==> config.mk <==
export PLATFORM = sky130hd
export DESIGN_NAME = fss_serial_port
export DESIGN_NICKNAME = d
export VERILOG_FILES = /design/src/fss_rx_fifo.v /design/src/fss_serial_port.v
export VERILOG_INCLUDE_DIRS = /design/src
export SDC_FILE = /design/constraint.sdc
export NUM_CORES = 1
export LEC_CHECK = 0
export BUFFER_PORTS_ARGS = -buffer_cell sky130_fd_sc_hd__buf_2
export CORE_UTILIZATION = 60
export CTS_CLUSTER_SIZE = 10
export DETAILED_ROUTE_END_ITERATION = 8
export PLACE_DENSITY_LB_ADDON = 0.12
export SYNTH_ARGS = -nofsm -noshare
export SYNTH_HDL_FRONTEND = slang
export SYNTH_SLANG_ARGS = --single-unit
==> constraint.sdc <==
create_clock -name clk_i -period 10.6 [get_ports clk_i]
set_input_delay 1.59 -clock clk_i [delete_from_list [all_inputs] [get_ports clk_i]]
set_output_delay 1.59 -clock clk_i [all_outputs]
set_load 0.02 [all_outputs]
==> src/fss_defines.vh <==
// register map, field positions and reset values of the fast serial port
`ifndef FSS_DEFINES_VH
`define FSS_DEFINES_VH

`define FSS_OFF_CTRL        16'hC060
`define FSS_OFF_DIVISOR     16'hC064
`define FSS_OFF_STATUS      16'hC068
`define FSS_OFF_TXDATA      16'hC06C
`define FSS_OFF_RXDATA      16'hC070
`define FSS_OFF_GAP         16'hC074
`define FSS_OFF_IRQ_STAT    16'hC078
`define FSS_OFF_IRQ_MASK    16'hC07C
`define FSS_OFF_BLK_ADDR    16'hC080

`define FSS_CTRL_FLOW_EN    0
`define FSS_CTRL_TX_BLOCK   1
`define FSS_CTRL_RX_BLOCK   2

`define FSS_ST_RX_AVAIL     0
`define FSS_ST_TX_BUSY      1
`define FSS_ST_TX_PEND      2

`define FSS_EV_RX_DONE      0
`define FSS_EV_TX_DONE      1
`define FSS_EV_RX_OVFL      2
`define FSS_EV_FRAME_ERR    3

`define FSS_CTRL_RST        3'h0
`define FSS_DIVISOR_RST     16'h0017
`define FSS_GAP_RST         16'h000B
`define FSS_GAP_BIAS        16'h0009
`define FSS_DATA_BITS       4'h8
`define FSS_RTS_DROP_BIT    4'h2

`endif

==> src/fss_rx_fifo.v <==
// receive character fifo held in flip-flops
`timescale 1ns/1ps
`default_nettype none
module fss_rx_fifo #(
  parameter WIDTH = 8,
  parameter AW    = 4
) (
  input  wire             clk_i,
  input  wire             rst_i,
  input  wire             push_i,
  input  wire [WIDTH-1:0] push_data_i,
  input  wire             pop_i,
  output wire [WIDTH-1:0] pop_data_o,
  output wire             full_o,
  output wire             empty_o
);
  localparam DEPTH = 1 << AW;

  reg [WIDTH-1:0] mem_r [0:DEPTH-1];
  reg [AW-1:0]    wr_ptr_r;
  reg [AW-1:0]    rd_ptr_r;
  reg [AW:0]      count_r;
  wire            do_push;
  wire            do_pop;

  assign full_o     = (count_r == DEPTH[AW:0]);
  assign empty_o    = (count_r == {(AW+1){1'b0}});
  assign do_push    = push_i & ~full_o;
  assign do_pop     = pop_i & ~empty_o;
  assign pop_data_o = mem_r[rd_ptr_r];

  always @(posedge clk_i) begin
    if (do_push) begin
      mem_r[wr_ptr_r] <= push_data_i;
    end
  end

  always @(posedge clk_i or posedge rst_i) begin
    if (rst_i) begin
      wr_ptr_r <= {AW{1'b0}};
      rd_ptr_r <= {AW{1'b0}};
      count_r  <= {(AW+1){1'b0}};
    end else begin
      if (do_push) begin
        wr_ptr_r <= wr_ptr_r + 1'b1;
      end
      if (do_pop) begin
        rd_ptr_r <= rd_ptr_r + 1'b1;
      end
      if (do_push & ~do_pop) begin
        count_r <= count_r + 1'b1;
      end else if (do_pop & ~do_push) begin
        count_r <= count_r - 1'b1;
      end
    end
  end
endmodule
`default_nettype wire

==> src/fss_serial_port.v <==
// fast serial port: avalon register slave, transmitter, receiver, block memory writes
//
// The Avalon-MM slave port is this design's own decision.
`timescale 1ns/1ps
`default_nettype none
`include "fss_defines.vh"
module fss_serial_port #(
  parameter FIFO_AW = 4
) (
  input  wire        clk_i,
  input  wire        rst_i,
  input  wire [15:0] avs_address_i,
  input  wire        avs_read_i,
  input  wire        avs_write_i,
  input  wire [31:0] avs_writedata_i,
  input  wire [3:0]  avs_byteenable_i,
  output reg  [31:0] avs_readdata_o,
  output reg         avs_waitrequest_o,
  output reg         irq_o,
  input  wire        serial_rx_line_i,
  output reg         serial_tx_line_o,
  input  wire        clear_to_send_in_i,
  output reg         request_to_send_out_o,
  output reg         mem_wr_o,
  output reg  [15:0] mem_addr_o,
  output reg  [7:0]  mem_wdata_o
);
  localparam T_IDLE  = 5'b00001;
  localparam T_WAIT  = 5'b00010;
  localparam T_START = 5'b00100;
  localparam T_DATA  = 5'b01000;
  localparam T_STOP  = 5'b10000;
  localparam R_IDLE  = 4'b0001;
  localparam R_START = 4'b0010;
  localparam R_DATA  = 4'b0100;
  localparam R_STOP  = 4'b1000;
  function hit;
    input [15:0] a;
    input [15:0] off;
    hit = (a == off);
  endfunction
  function [15:0] merge16;
    input [15:0] old;
    input [15:0] nw;
    input [1:0]  be;
    merge16 = {be[1] ? nw[15:8] : old[15:8], be[0] ? nw[7:0] : old[7:0]};
  endfunction
  reg  [2:0]  ctrl_r;
  reg  [15:0] div_r;
  reg  [15:0] gap_r;
  reg  [15:0] blk_addr_r;
  reg  [3:0]  irq_stat_r;
  reg  [3:0]  irq_mask_r;
  reg  [7:0]  tx_hold_r;
  reg         tx_pend_r;
  reg  [4:0]  tx_state_r;
  reg  [15:0] tx_cnt_r;
  reg  [3:0]  tx_bit_r;
  reg  [15:0] tx_stop_r;
  reg  [7:0]  tx_shift_r;
  reg  [3:0]  rx_state_r;
  reg  [15:0] rx_cnt_r;
  reg  [3:0]  rx_bit_r;
  reg  [7:0]  rx_shift_r;
  reg         rx_s1_r;
  reg         rx_s2_r;
  reg         rx_s3_r;
  reg         rx_done_r;
  reg         rx_ferr_r;
  reg         tx_done_r;
  reg  [31:0] rd_nxt;
  reg  [3:0]  ev_nxt;
  wire        acc_done;
  wire        wr_done;
  wire [15:0] wlo;
  wire [1:0]  wbe;
  wire        fifo_full;
  wire        fifo_empty;
  wire [7:0]  fifo_data;
  wire        fifo_push;
  wire        fifo_pop;
  wire        tx_tick;
  wire        rx_tick;
  wire [15:0] blk_stop;
  assign acc_done = (avs_read_i | avs_write_i) & ~avs_waitrequest_o;
  assign wr_done  = avs_write_i & ~avs_waitrequest_o;
  assign wlo      = avs_writedata_i[15:0];
  assign wbe      = avs_byteenable_i[1:0];
  assign tx_tick  = (tx_cnt_r == 16'h0000);
  assign rx_tick  = (rx_cnt_r == 16'h0000);
  assign blk_stop = (gap_r > `FSS_GAP_BIAS) ? (gap_r - `FSS_GAP_BIAS) : 16'h0001;
  assign fifo_push = rx_done_r & ~ctrl_r[`FSS_CTRL_RX_BLOCK];
  assign fifo_pop  = avs_read_i & acc_done & hit(avs_address_i, `FSS_OFF_RXDATA);
  fss_rx_fifo #(
    .WIDTH (8),
    .AW    (FIFO_AW)
  ) u_rx_fifo (
    .clk_i       (clk_i),
    .rst_i       (rst_i),
    .push_i      (fifo_push),
    .push_data_i (rx_shift_r),
    .pop_i       (fifo_pop),
    .pop_data_o  (fifo_data),
    .full_o      (fifo_full),
    .empty_o     (fifo_empty)
  );
  always @* begin
    rd_nxt = 32'h0000_0000;
    case (1'b1)
      hit(avs_address_i, `FSS_OFF_CTRL):     rd_nxt[2:0]  = ctrl_r;
      hit(avs_address_i, `FSS_OFF_DIVISOR):  rd_nxt[15:0] = div_r;
      hit(avs_address_i, `FSS_OFF_GAP):      rd_nxt[15:0] = gap_r;
      hit(avs_address_i, `FSS_OFF_BLK_ADDR): rd_nxt[15:0] = blk_addr_r;
      hit(avs_address_i, `FSS_OFF_IRQ_STAT): rd_nxt[3:0]  = irq_stat_r;
      hit(avs_address_i, `FSS_OFF_IRQ_MASK): rd_nxt[3:0]  = irq_mask_r;
      hit(avs_address_i, `FSS_OFF_RXDATA):   rd_nxt[7:0]  = fifo_empty ? 8'h00 : fifo_data;
      hit(avs_address_i, `FSS_OFF_STATUS): begin
        rd_nxt[`FSS_ST_RX_AVAIL] = ~fifo_empty;
        rd_nxt[`FSS_ST_TX_BUSY]  = (tx_state_r != T_IDLE);
        rd_nxt[`FSS_ST_TX_PEND]  = tx_pend_r;
      end
      default: rd_nxt = 32'h0000_0000;
    endcase
  end
  always @* begin
    ev_nxt[`FSS_EV_RX_DONE]   = rx_done_r;
    ev_nxt[`FSS_EV_TX_DONE]   = tx_done_r;
    ev_nxt[`FSS_EV_RX_OVFL]   = fifo_push & fifo_full;
    ev_nxt[`FSS_EV_FRAME_ERR] = rx_ferr_r;
  end
  // bus slave and control registers
  always @(posedge clk_i or posedge rst_i) begin
    if (rst_i) begin
      avs_waitrequest_o <= 1'b1;
      avs_readdata_o    <= 32'h0000_0000;
      ctrl_r            <= `FSS_CTRL_RST;
      div_r             <= `FSS_DIVISOR_RST;
      gap_r             <= `FSS_GAP_RST;
      blk_addr_r        <= 16'h0000;
      irq_mask_r        <= 4'h0;
      irq_o             <= 1'b0;
    end else begin
      if ((avs_read_i | avs_write_i) & avs_waitrequest_o) begin
        avs_waitrequest_o <= 1'b0;
        avs_readdata_o    <= rd_nxt;
      end else begin
        avs_waitrequest_o <= 1'b1;
      end
      irq_o <= |(irq_stat_r & irq_mask_r);
      if (wr_done & hit(avs_address_i, `FSS_OFF_CTRL) & wbe[0]) begin
        ctrl_r <= wlo[2:0];
      end
      if (wr_done & hit(avs_address_i, `FSS_OFF_DIVISOR)) begin
        div_r <= merge16(div_r, wlo, wbe);
      end
      if (wr_done & hit(avs_address_i, `FSS_OFF_GAP)) begin
        gap_r <= merge16(gap_r, wlo, wbe);
      end
      if (wr_done & hit(avs_address_i, `FSS_OFF_IRQ_MASK) & wbe[0]) begin
        irq_mask_r <= wlo[3:0];
      end
      if (wr_done & hit(avs_address_i, `FSS_OFF_BLK_ADDR)) begin
        blk_addr_r <= merge16(blk_addr_r, wlo, wbe);
      end else if (rx_done_r & ctrl_r[`FSS_CTRL_RX_BLOCK]) begin
        blk_addr_r <= blk_addr_r + 16'h0001;
      end
    end
  end
  // sticky event bits, write one to clear, set wins
  genvar gi;
  generate
    for (gi = 0; gi < 4; gi = gi + 1) begin : g_irq
      always @(posedge clk_i or posedge rst_i) begin
        if (rst_i) begin
          irq_stat_r[gi] <= 1'b0;
        end else if (ev_nxt[gi]) begin
          irq_stat_r[gi] <= 1'b1;
        end else if (wr_done & hit(avs_address_i, `FSS_OFF_IRQ_STAT) & wbe[0] & wlo[gi]) begin
          irq_stat_r[gi] <= 1'b0;
        end
      end
    end
  endgenerate
  // block mode memory write port
  always @(posedge clk_i or posedge rst_i) begin
    if (rst_i) begin
      mem_wr_o    <= 1'b0;
      mem_addr_o  <= 16'h0000;
      mem_wdata_o <= 8'h00;
    end else begin
      mem_wr_o <= rx_done_r & ctrl_r[`FSS_CTRL_RX_BLOCK];
      if (rx_done_r & ctrl_r[`FSS_CTRL_RX_BLOCK]) begin
        mem_addr_o  <= blk_addr_r;
        mem_wdata_o <= rx_shift_r;
      end
    end
  end
  // transmitter
  always @(posedge clk_i or posedge rst_i) begin
    if (rst_i) begin
      tx_state_r            <= T_IDLE;
      tx_cnt_r              <= 16'h0000;
      tx_bit_r              <= 4'h0;
      tx_stop_r             <= 16'h0000;
      tx_shift_r            <= 8'h00;
      tx_hold_r             <= 8'h00;
      tx_pend_r             <= 1'b0;
      tx_done_r             <= 1'b0;
      serial_tx_line_o      <= 1'b1;
      request_to_send_out_o <= 1'b0;
    end else begin
      tx_done_r <= 1'b0;
      if (wr_done & hit(avs_address_i, `FSS_OFF_TXDATA) & wbe[0] & ~tx_pend_r) begin
        tx_hold_r <= wlo[7:0];
        tx_pend_r <= 1'b1;
      end
      tx_cnt_r <= tx_tick ? div_r : tx_cnt_r - 16'h0001;
      case (tx_state_r)
        T_IDLE: begin
          serial_tx_line_o <= 1'b1;
          if (tx_pend_r) begin
            tx_shift_r            <= tx_hold_r;
            tx_pend_r             <= 1'b0;
            request_to_send_out_o <= 1'b1;
            tx_state_r            <= T_WAIT;
          end
        end
        T_WAIT: begin
          if (~ctrl_r[`FSS_CTRL_FLOW_EN] | clear_to_send_in_i) begin
            serial_tx_line_o <= 1'b0;
            tx_cnt_r         <= div_r;
            tx_state_r       <= T_START;
          end
        end
        T_START: begin
          if (tx_tick) begin
            serial_tx_line_o <= tx_shift_r[0];
            tx_bit_r         <= 4'h0;
            tx_state_r       <= T_DATA;
          end
        end
        T_DATA: begin
          if (tx_bit_r == `FSS_RTS_DROP_BIT) begin
            request_to_send_out_o <= 1'b0;
          end
          if (tx_tick) begin
            if (tx_bit_r == `FSS_DATA_BITS - 4'h1) begin
              serial_tx_line_o <= 1'b1;
              tx_stop_r <= ctrl_r[`FSS_CTRL_TX_BLOCK] ? blk_stop : 16'h0001;
              tx_state_r <= T_STOP;
            end else begin
              serial_tx_line_o <= tx_shift_r[tx_bit_r[2:0] + 3'h1];
              tx_bit_r         <= tx_bit_r + 4'h1;
            end
          end
        end
        T_STOP: begin
          if (tx_tick) begin
            if (tx_stop_r == 16'h0001) begin
              tx_done_r  <= 1'b1;
              tx_state_r <= T_IDLE;
            end else begin
              tx_stop_r <= tx_stop_r - 16'h0001;
            end
          end
        end
        default: tx_state_r <= T_IDLE;
      endcase
    end
  end
  // receiver, mid-bit sampling
  always @(posedge clk_i or posedge rst_i) begin
    if (rst_i) begin
      rx_s1_r    <= 1'b1;
      rx_s2_r    <= 1'b1;
      rx_s3_r    <= 1'b1;
      rx_state_r <= R_IDLE;
      rx_cnt_r   <= 16'h0000;
      rx_bit_r   <= 4'h0;
      rx_shift_r <= 8'h00;
      rx_done_r  <= 1'b0;
      rx_ferr_r  <= 1'b0;
    end else begin
      rx_s1_r   <= serial_rx_line_i;
      rx_s2_r   <= rx_s1_r;
      rx_s3_r   <= rx_s2_r;
      rx_done_r <= 1'b0;
      rx_ferr_r <= 1'b0;
      rx_cnt_r  <= rx_tick ? div_r : rx_cnt_r - 16'h0001;
      case (rx_state_r)
        R_IDLE: begin
          if (rx_s3_r & ~rx_s2_r) begin
            rx_cnt_r   <= {1'b0, div_r[15:1]};
            rx_state_r <= R_START;
          end
        end
        R_START: begin
          if (rx_tick) begin
            rx_bit_r   <= 4'h0;
            rx_state_r <= rx_s2_r ? R_IDLE : R_DATA;
          end
        end
        R_DATA: begin
          if (rx_tick) begin
            rx_shift_r <= {rx_s2_r, rx_shift_r[7:1]};
            rx_bit_r   <= rx_bit_r + 4'h1;
            if (rx_bit_r == `FSS_DATA_BITS - 4'h1) begin
              rx_state_r <= R_STOP;
            end
          end
        end
        R_STOP: begin
          if (rx_tick) begin
            rx_done_r  <= rx_s2_r;
            rx_ferr_r  <= ~rx_s2_r;
            rx_state_r <= R_IDLE;
          end
        end
        default: rx_state_r <= R_IDLE;
      endcase
    end
  end
endmodule
`default_nettype wire

==> metrics.yaml, run 1 <==
run_status:
  status: "finished, final reports clean"
detailed_routing:
  drc: 0
  via_per_inst: 6.23
  route.vias.total: 11249
  routedWlPerCell_um: 21.6
  drt_iter0_drc: 1173
  ant_nets: 0
  wirelength_um: 39000
  drtPass1Iterations: 5
clocking:
  path_clk_slew_ns: 0.05
  htreeDepth: 2
  root_buffer: "clkbuf_16"
  clockBufferDepth: 3
  tritoncts: "done"
  clock_latency_ns: 0.52
  cts_buffers: 40
  cts_hold_buf: 0
  postCtsResizedCells: 0
  cts_setup_buffers: 0
  clock-sinks: 341
sta:
  fin_setup_tns_ns: 0
  setup_slack_ns: 5.76
  finalSetupViolCount: 0
  worst_slew_pin_slew_ns: 1.09
  relSlewSlack: 0.264
  drv_slew: 0
  final_hold_viol_count: 0
  rsz0062_at_grt: "false"
  period_needed_ns: 4.84
  clock_skew_ns: 0.0110
  fmax_mhz: 207
  finalCritPeriodShare: 0.456
  holdWs_ns: 0.361
die:
  die_w_um: 167
  ioPinCount: 119
  rows: 60
  core_um2: 26900
  die_h_um: 167
  die_area_um2: 28000
  start_util: 0.609
power_and_ir_drop:
  irDropWorstVdd_v: 0.000146
  p_leak_nw: 7.68
  total_power_mw: 3.17
  swShare: 0.257
  comb_power_share: 0.126
  p_seq_frac: 0.482
  p_int_mw: 2.35
  p_sw_mw: 0.815
  p_per_area_nw_per_um2: 174
  power_frac_clock: 0.391
placement:
  place.gp.congestion: 0.954
  dp.cells: 1733
  dp_slack_ns: 5.28
  io_buffers: 84
  dp_hpwl_um: 26800
grt:
  track_usage: 0.287
  grt_pass1_vias: 11101
  gr-total-overflow: 0
  grt_max_degree: 149
  grt_pass1_wl_um: 62400
  antenna_found_initial: 0
logic_synthesis:
  synth_edf_count: 128
  yosysSeqAreaShare: 0.561
  syn_area_per_cell_um2: 12.2
  syn_area_um2: 16400
  yosys_warnings: 0
  yosysMostFrequentCell: "dfrtp_1"
  synth.ff_latch_count: 341
  ys_types: 78
  synth.top_cell.area_share: 0.304
  ys_top_cells_by_area: "dfrtp_1 (30%), edfxtp_1 (23%), mux2_2 (6.7%), mux4_2 (4.7%), nand2_1 (2.9%)"
  synth_top_area_cell: "dfrtp_1"
  synth_ff_type: "dfrtp_1"
  syn_inst: 1347
  synth_common_cells: "dfrtp_1 (199), edfxtp_1 (128), nand2_1 (126)"
  async_reset_ff_frac: 0.625
finish:
  multi_input_area_um2: 6810
  area_growth_pct: 11.4
  fillCellCount: 1999
  ff_latch_area_um2: 9190
  fin_nets: 1515
  finalNonFillerCells: 1806
  antennaDiodeCount: 0
  drive_gt1_frac: 0.214
critical_path:
  cp.required_ns: 11.00
  cp_max_fo: 8
  crit_type: "in -> reg"
  cp-end-kind: "register"
  crit_arrival_ns: 5.23
  start_kind: "input pin"
job:
  max-cap-violations: 0
min_path:
  hold_path_class: "reg -> reg"
[area by class of cell]
class / instances / area share
clock inverter: 2 / 0.00137
sequential: 341 / 0.504
timing repair buffer: 97 / 0.0284
inverter: 32 / 0.00700
tap: 341 / 0.0234
multi-input combinational: 922 / 0.373
clock buffer: 71 / 0.0629
[flip-flops by register name, indices dropped and copies added (netlist names), 8 cells and up]
register and flops:
tx_stop_r 16, tx_shift_r 8, rx_shift_r 8, avs_readdata_o 16, div_r 16, rx_cnt_r 16
u_rx_fifo.mem_r 128, blk_addr_r 16, tx_cnt_r 16, gap_r 16, tx_hold_r 8, mem_wdata_o 8
mem_addr_o 16
[metal layers]
layer / routed length, µm / track usage / vias to the layer above
met5: 0 / 0 / -
met4: 1150 / 0.0961 / 0
met3: 1760 / 0.0347 / 87
met2: 19400 / 0.484 / 331
met1: 16700 / 0.391 / 5644
li1: - / - / 5187
[kinds of logic (layout without fill, tap and decap cells)]
| family | count (synthesis) | after routing | synth area share |
|---|---|---|---|
| multiplexers | 164 | 164 | 0.136 |
| buffers and inverters | 99 | 202 | 0.0270 |
| AND/OR/NAND/NOR | 423 | 423 | 0.136 |
| AO/OA/AOI/OAI | 247 | 247 | 0.0949 |
| XOR/XNOR | 49 | 49 | 0.0262 |
| adder cells (fa/ha/maj) | 23 | 23 | 0.0180 |
| other | 1 | 16 | 0.000229 |
| flip-flops | 341 | 341 | 0.561 |
[power groups by stage]
stage | combinational (mW) | clock, mW | sequential, mW
global placement | 0.387 | 0 | 1.55
finish | 0.400 | 1.24 | 1.53
global route | 0.449 | 1.31 | 1.54
floorplan | 0.338 | 0 | 1.52
CTS | 0.401 | 1.26 | 1.52
detailed placement | 0.398 | 0 | 1.55
[final timing paths]
check,to,slack [ns],start,depth (start not counted)
max in group asynchronous,rx_bit_r[2],7.84,rst_i,3
hold / removal,rx_s2_r,0.36,rx_s1_r,0
min in group asynchronous,irq_o,1.30,rst_i,2
setup / recovery,u_rx_fifo.count_r[4],5.76,avs_address_i[2],14
setup reg to reg,u_rx_fifo.count_r[4],7.26,u_rx_fifo.count_r[0],13
hold reg to reg,rx_s2_r,0.36,rx_s1_r,0
[cells in the final DEF, fill, tap and decap left out, types with 27 or more instances in the layout]
cell type	netlist	routed
nor3_1	36	36
nand2_1	126	126
o21ai_0	93	93
edfxtp_1	128	128
clkbuf_1	42	28
clkbuf_16	0	40
buf_2	2	84
mux2_2	97	97
nand3_1	27	27
dfrtp_1	199	199
a21oi_1	43	43
mux4_2	34	34
inv_1	30	29
nor2_1	77	77
[worst max-delay path, stage by stage]
cell and delay, ns:
buf_2 0.15, nor4_1 0.92, o211ai_1 0.27, or2_1 0.44
nor3b_2 0.43, inv_1 0.09, ha_1 0.26, inv_1 0.13
ha_1 0.26, a21o_1 0.18, a21oi_1 0.17, xnor2_1 0.13
nor2_1 0.06, xor2_1 0.14
[stage by stage]
stage,utilization,instance area [µm²]
after detailed placement,0.635,17100
after CTS,0.679,18200
after global placement,0.635,17100
final,0.679,18200
after global routing,0.679,18200
after floorplan,-,16400
(Power assumes the default switching activity.)
==> inputs of run 2 (changes only) <==
--- a/config.mk
+++ b/config.mk
@@ -7,7 +7,7 @@
 export NUM_CORES = 1
 export LEC_CHECK = 0
 export BUFFER_PORTS_ARGS = -buffer_cell sky130_fd_sc_hd__buf_2
-export CORE_UTILIZATION = 60
+export CORE_UTILIZATION = 55
 export CTS_CLUSTER_SIZE = 10
 export DETAILED_ROUTE_END_ITERATION = 8
 export PLACE_DENSITY_LB_ADDON = 0.12
==> constraint.sdc (replaced) <==
create_clock -name clk_i -period 4.25 [get_ports clk_i]
set_input_delay 0.6375 -clock clk_i [delete_from_list [all_inputs] [get_ports clk_i]]
set_output_delay 0.6375 -clock clk_i [all_outputs]
set_load 0.02 [all_outputs]
==> run 2 against run 1 <==
Net effect:
- via count up 0.78%
- wire length increased by 1.5%
- combinational power increased to 2.5 times the previous value
- flip-flop and latch count stayed put
- register-to-register slack worse by 6.1 ns
- total power up 150%
- hold slack lost 0.20 ns
- sequential power grew 150%
- die area increased by 9.0%
- first-iteration DRC count decreased by 14%
- setup slack lost 4.8 ns
- count of clock-buffer cells in the layout did not move
==> metrics.yaml, run 2 (synthesized netlist as in run 1, its figures left out) <==
power_and_ir_drop:
  p_leak_nw: 7.73  # was 7.68 nW
  swShare: 0.259  # was 0.257
  p_per_area_nw_per_um2: 430  # was 174 nW/µm²
  power_frac_clock: 0.390  # was 0.391
  p_sw_mw: 2.04  # was 0.815 mW
  p_seq_frac: 0.482  # about the same
  comb_power_share: 0.128  # was 0.126
  irDropWorstVdd_v: 0.000377  # was 0.000146 V
  total_power_mw: 7.90  # was 3.17 mW
  p_int_mw: 5.86  # was 2.35 mW
job:
  max-cap-violations: 0  # unchanged
critical_path:
  slowest_stage: "nor4bb_1"  # was nor4_1
  crit_type: "in -> reg"  # unchanged
  path_depth: 14  # unchanged
  path_buf_inv: 3  # unchanged
  reg2reg_from: "u_rx_fifo.count_r[0]"  # unchanged
  crit_arrival_ns: 3.69  # was 5.23 ns
  crit_path_end: "u_rx_fifo.count_r[4]"  # unchanged
  start_kind: "input pin"  # unchanged
  crit_start: "avs_address_i[13]"  # was avs_address_i[2]
  reg2reg_slack_ns: 1.19  # was 7.26 ns
  cp-end-kind: "register"  # unchanged
  cp.required_ns: 4.66  # was 11.00 ns
  slowest_delay_ns: 0.46  # was 0.92 ns
  cp_top_family: "simple AND/OR/NAND/NOR gates"  # unchanged
  cp_max_fo: 5  # was 8
  rr_endpoint: "u_rx_fifo.count_r[4]"  # unchanged
  reg2reg_depth: 13  # unchanged
  worstPathCellList: "buf_2 > nor4bb_1 > nand3_1 > or2_1 > nor3b_2 > inv_1 > ha_1 > inv_1 > ha_1 > a21o_1 > a21oi_1 > xnor2_1 > nor2_1 > xor2_1"  # was buf_2 > nor4_1 > o211ai_1 > or2_1 > nor3b_2 > inv_1 > ha_1 > inv_1 > ha_1 > a21o_1 > a21oi_1 > xnor2_1 > nor2_1 > xor2_1
grt:
  grt_pass1_wl_um: 63400  # was 62400 µm
  grt_pass1_vias: 11244  # was 11101
  grt_max_degree: 140  # was 149
  antenna_found_initial: 2  # was 0
  gr-total-overflow: 0  # unchanged
  track_usage: 0.269  # was 0.287
finish:
  finalInstanceArea_um2: 18400  # was 18200 µm²
  ff_latch_area_um2: 9190  # unchanged
  largest_register: "u_rx_fifo.mem_r"  # unchanged
  fillCellCount: 2280  # was 1999
  area_growth_pct: 12.3  # was 11.4%
  multi_input_area_um2: 6810  # unchanged
  fin_nets: 1527  # was 1515
  antennaDiodeCount: 0  # unchanged
  largest_reg_flops: 128  # unchanged
  drive_gt1_frac: 0.220  # was 0.214
  final_cell_mix: "dfrtp_1 (199), edfxtp_1 (128), nand2_1 (126)"  # unchanged
  final_common_cell: "dfrtp_1"  # unchanged
detailed_routing:
  drtPass1Iterations: 6  # was 5
  routed.top_layer: "met5"  # was met4
  route.vias.total: 11337  # was 11249
  wirelength_um: 39600  # was 39000 µm
  wl_met3_um: 2240  # was 1760 µm
  drc: 0  # unchanged
  ant_nets: 0  # unchanged
  via_per_inst: 6.09  # was 6.23
  drt_iter0_drc: 1007  # was 1173
  routedWlPerCell_um: 21.3  # was 21.6 µm
  wl_met2_um: 19600  # was 19400 µm
  m1WireLength_um: 16800  # was 16700 µm
placement:
  dp_hpwl_um: 28000  # was 26800 µm
  detailed_place.area_um2: 17200  # was 17100 µm²
  place.gp.congestion: 0.930  # was 0.954
  dp_slack_ns: 0.426  # was 5.28 ns
  io_buffers: 84  # unchanged
clocking:
  path_clk_slew_ns: 0.06  # was 0.05 ns
  postCtsResizedCells: 0  # unchanged
  clock_latency_ns: 0.53  # was 0.52 ns
  cts_hold_buf: 0  # unchanged
  htreeDepth: 2  # unchanged
  tritoncts: "done"  # unchanged
  clock-sinks: 341  # unchanged
  clockBufferDepth: 3  # unchanged
  root_buffer: "clkbuf_16"  # unchanged
  cts_buffers: 40  # unchanged
  cts_setup_buffers: 0  # unchanged
sta:
  fin_setup_tns_ns: 0  # unchanged
  clock_skew_ns: 0.0160  # was 0.0110 ns
  drv_slew: 0  # unchanged
  relSlewSlack: 0.291  # was 0.264
  fmax_mhz: 305
  finalSetupViolCount: 0  # unchanged
  rsz0062_at_grt: "false"  # unchanged
  finalCritPeriodShare: 0.772
  final_hold_viol_count: 0  # unchanged
  setup_slack_ns: 0.970  # was 5.76 ns
  worst_slew_pin_slew_ns: 1.04  # was 1.09 ns
  holdWs_ns: 0.158  # was 0.361 ns
  period_needed_ns: 3.28
die:
  rows: 62  # was 60
  core_um2: 29000  # was 26900 µm²
  ioPinCount: 119  # unchanged
  start_util: 0.565  # was 0.609
  die_area_um2: 30500  # was 28000 µm²
  die_w_um: 175  # was 167 µm
  die_h_um: 175  # was 167 µm
run_status:
  status: "finished, final reports clean"  # unchanged
min_path:
  hold_path_class: "in -> async"  # was reg -> reg
run 2: cell type report:
cell class              count  area share
inverters                  32     0.00674
flip-flops and latches    341       0.500
clock buffers              71      0.0619
repair buffers            109      0.0338
multi-input cells         922       0.370
clock inverters             2     0.00136
well taps                 384      0.0261
run 2: worst min-delay path by stage:
stage | startpoint | end | slack, ns
4_1_cts | rst_i | tx_hold_r[4] | 0.16
3_5_place_dp | rx_s1_r | rx_s2_r | 0.35
5_1_grt | rst_i | tx_shift_r[3] | 0.20
3_3_place_gp | rx_s1_r | rx_s2_r | 0.35
6_report | rst_i | tx_shift_r[3] | 0.16
2_1_floorplan | rx_s1_r | rx_s2_r | 0.35
run 2: power groups by stage:
stage,clock network [mW],logic (mW),registers [mW]
3_3_place_gp,0,0.977,3.85
6_report,3.08,1.01,3.81
4_1_cts,3.13,1.02,3.80
3_5_place_dp,0,1.01,3.86
2_1_floorplan,0,0.843,3.78
5_1_grt,3.25,1.13,3.84
run 2: metrics by stage:
step                cells   util
global placement     1788  0.594
detailed placement   1788  0.594
floorplan            1362      -
global route         1861  0.634
CTS                  1861  0.634
finish               1861  0.634
run 2: per-layer routing:
layer  track usage  up-vias
li1              -     5205
met1         0.365     5662
met2         0.451      387
met3        0.0341       81
met4        0.0891        2
met5             0        -
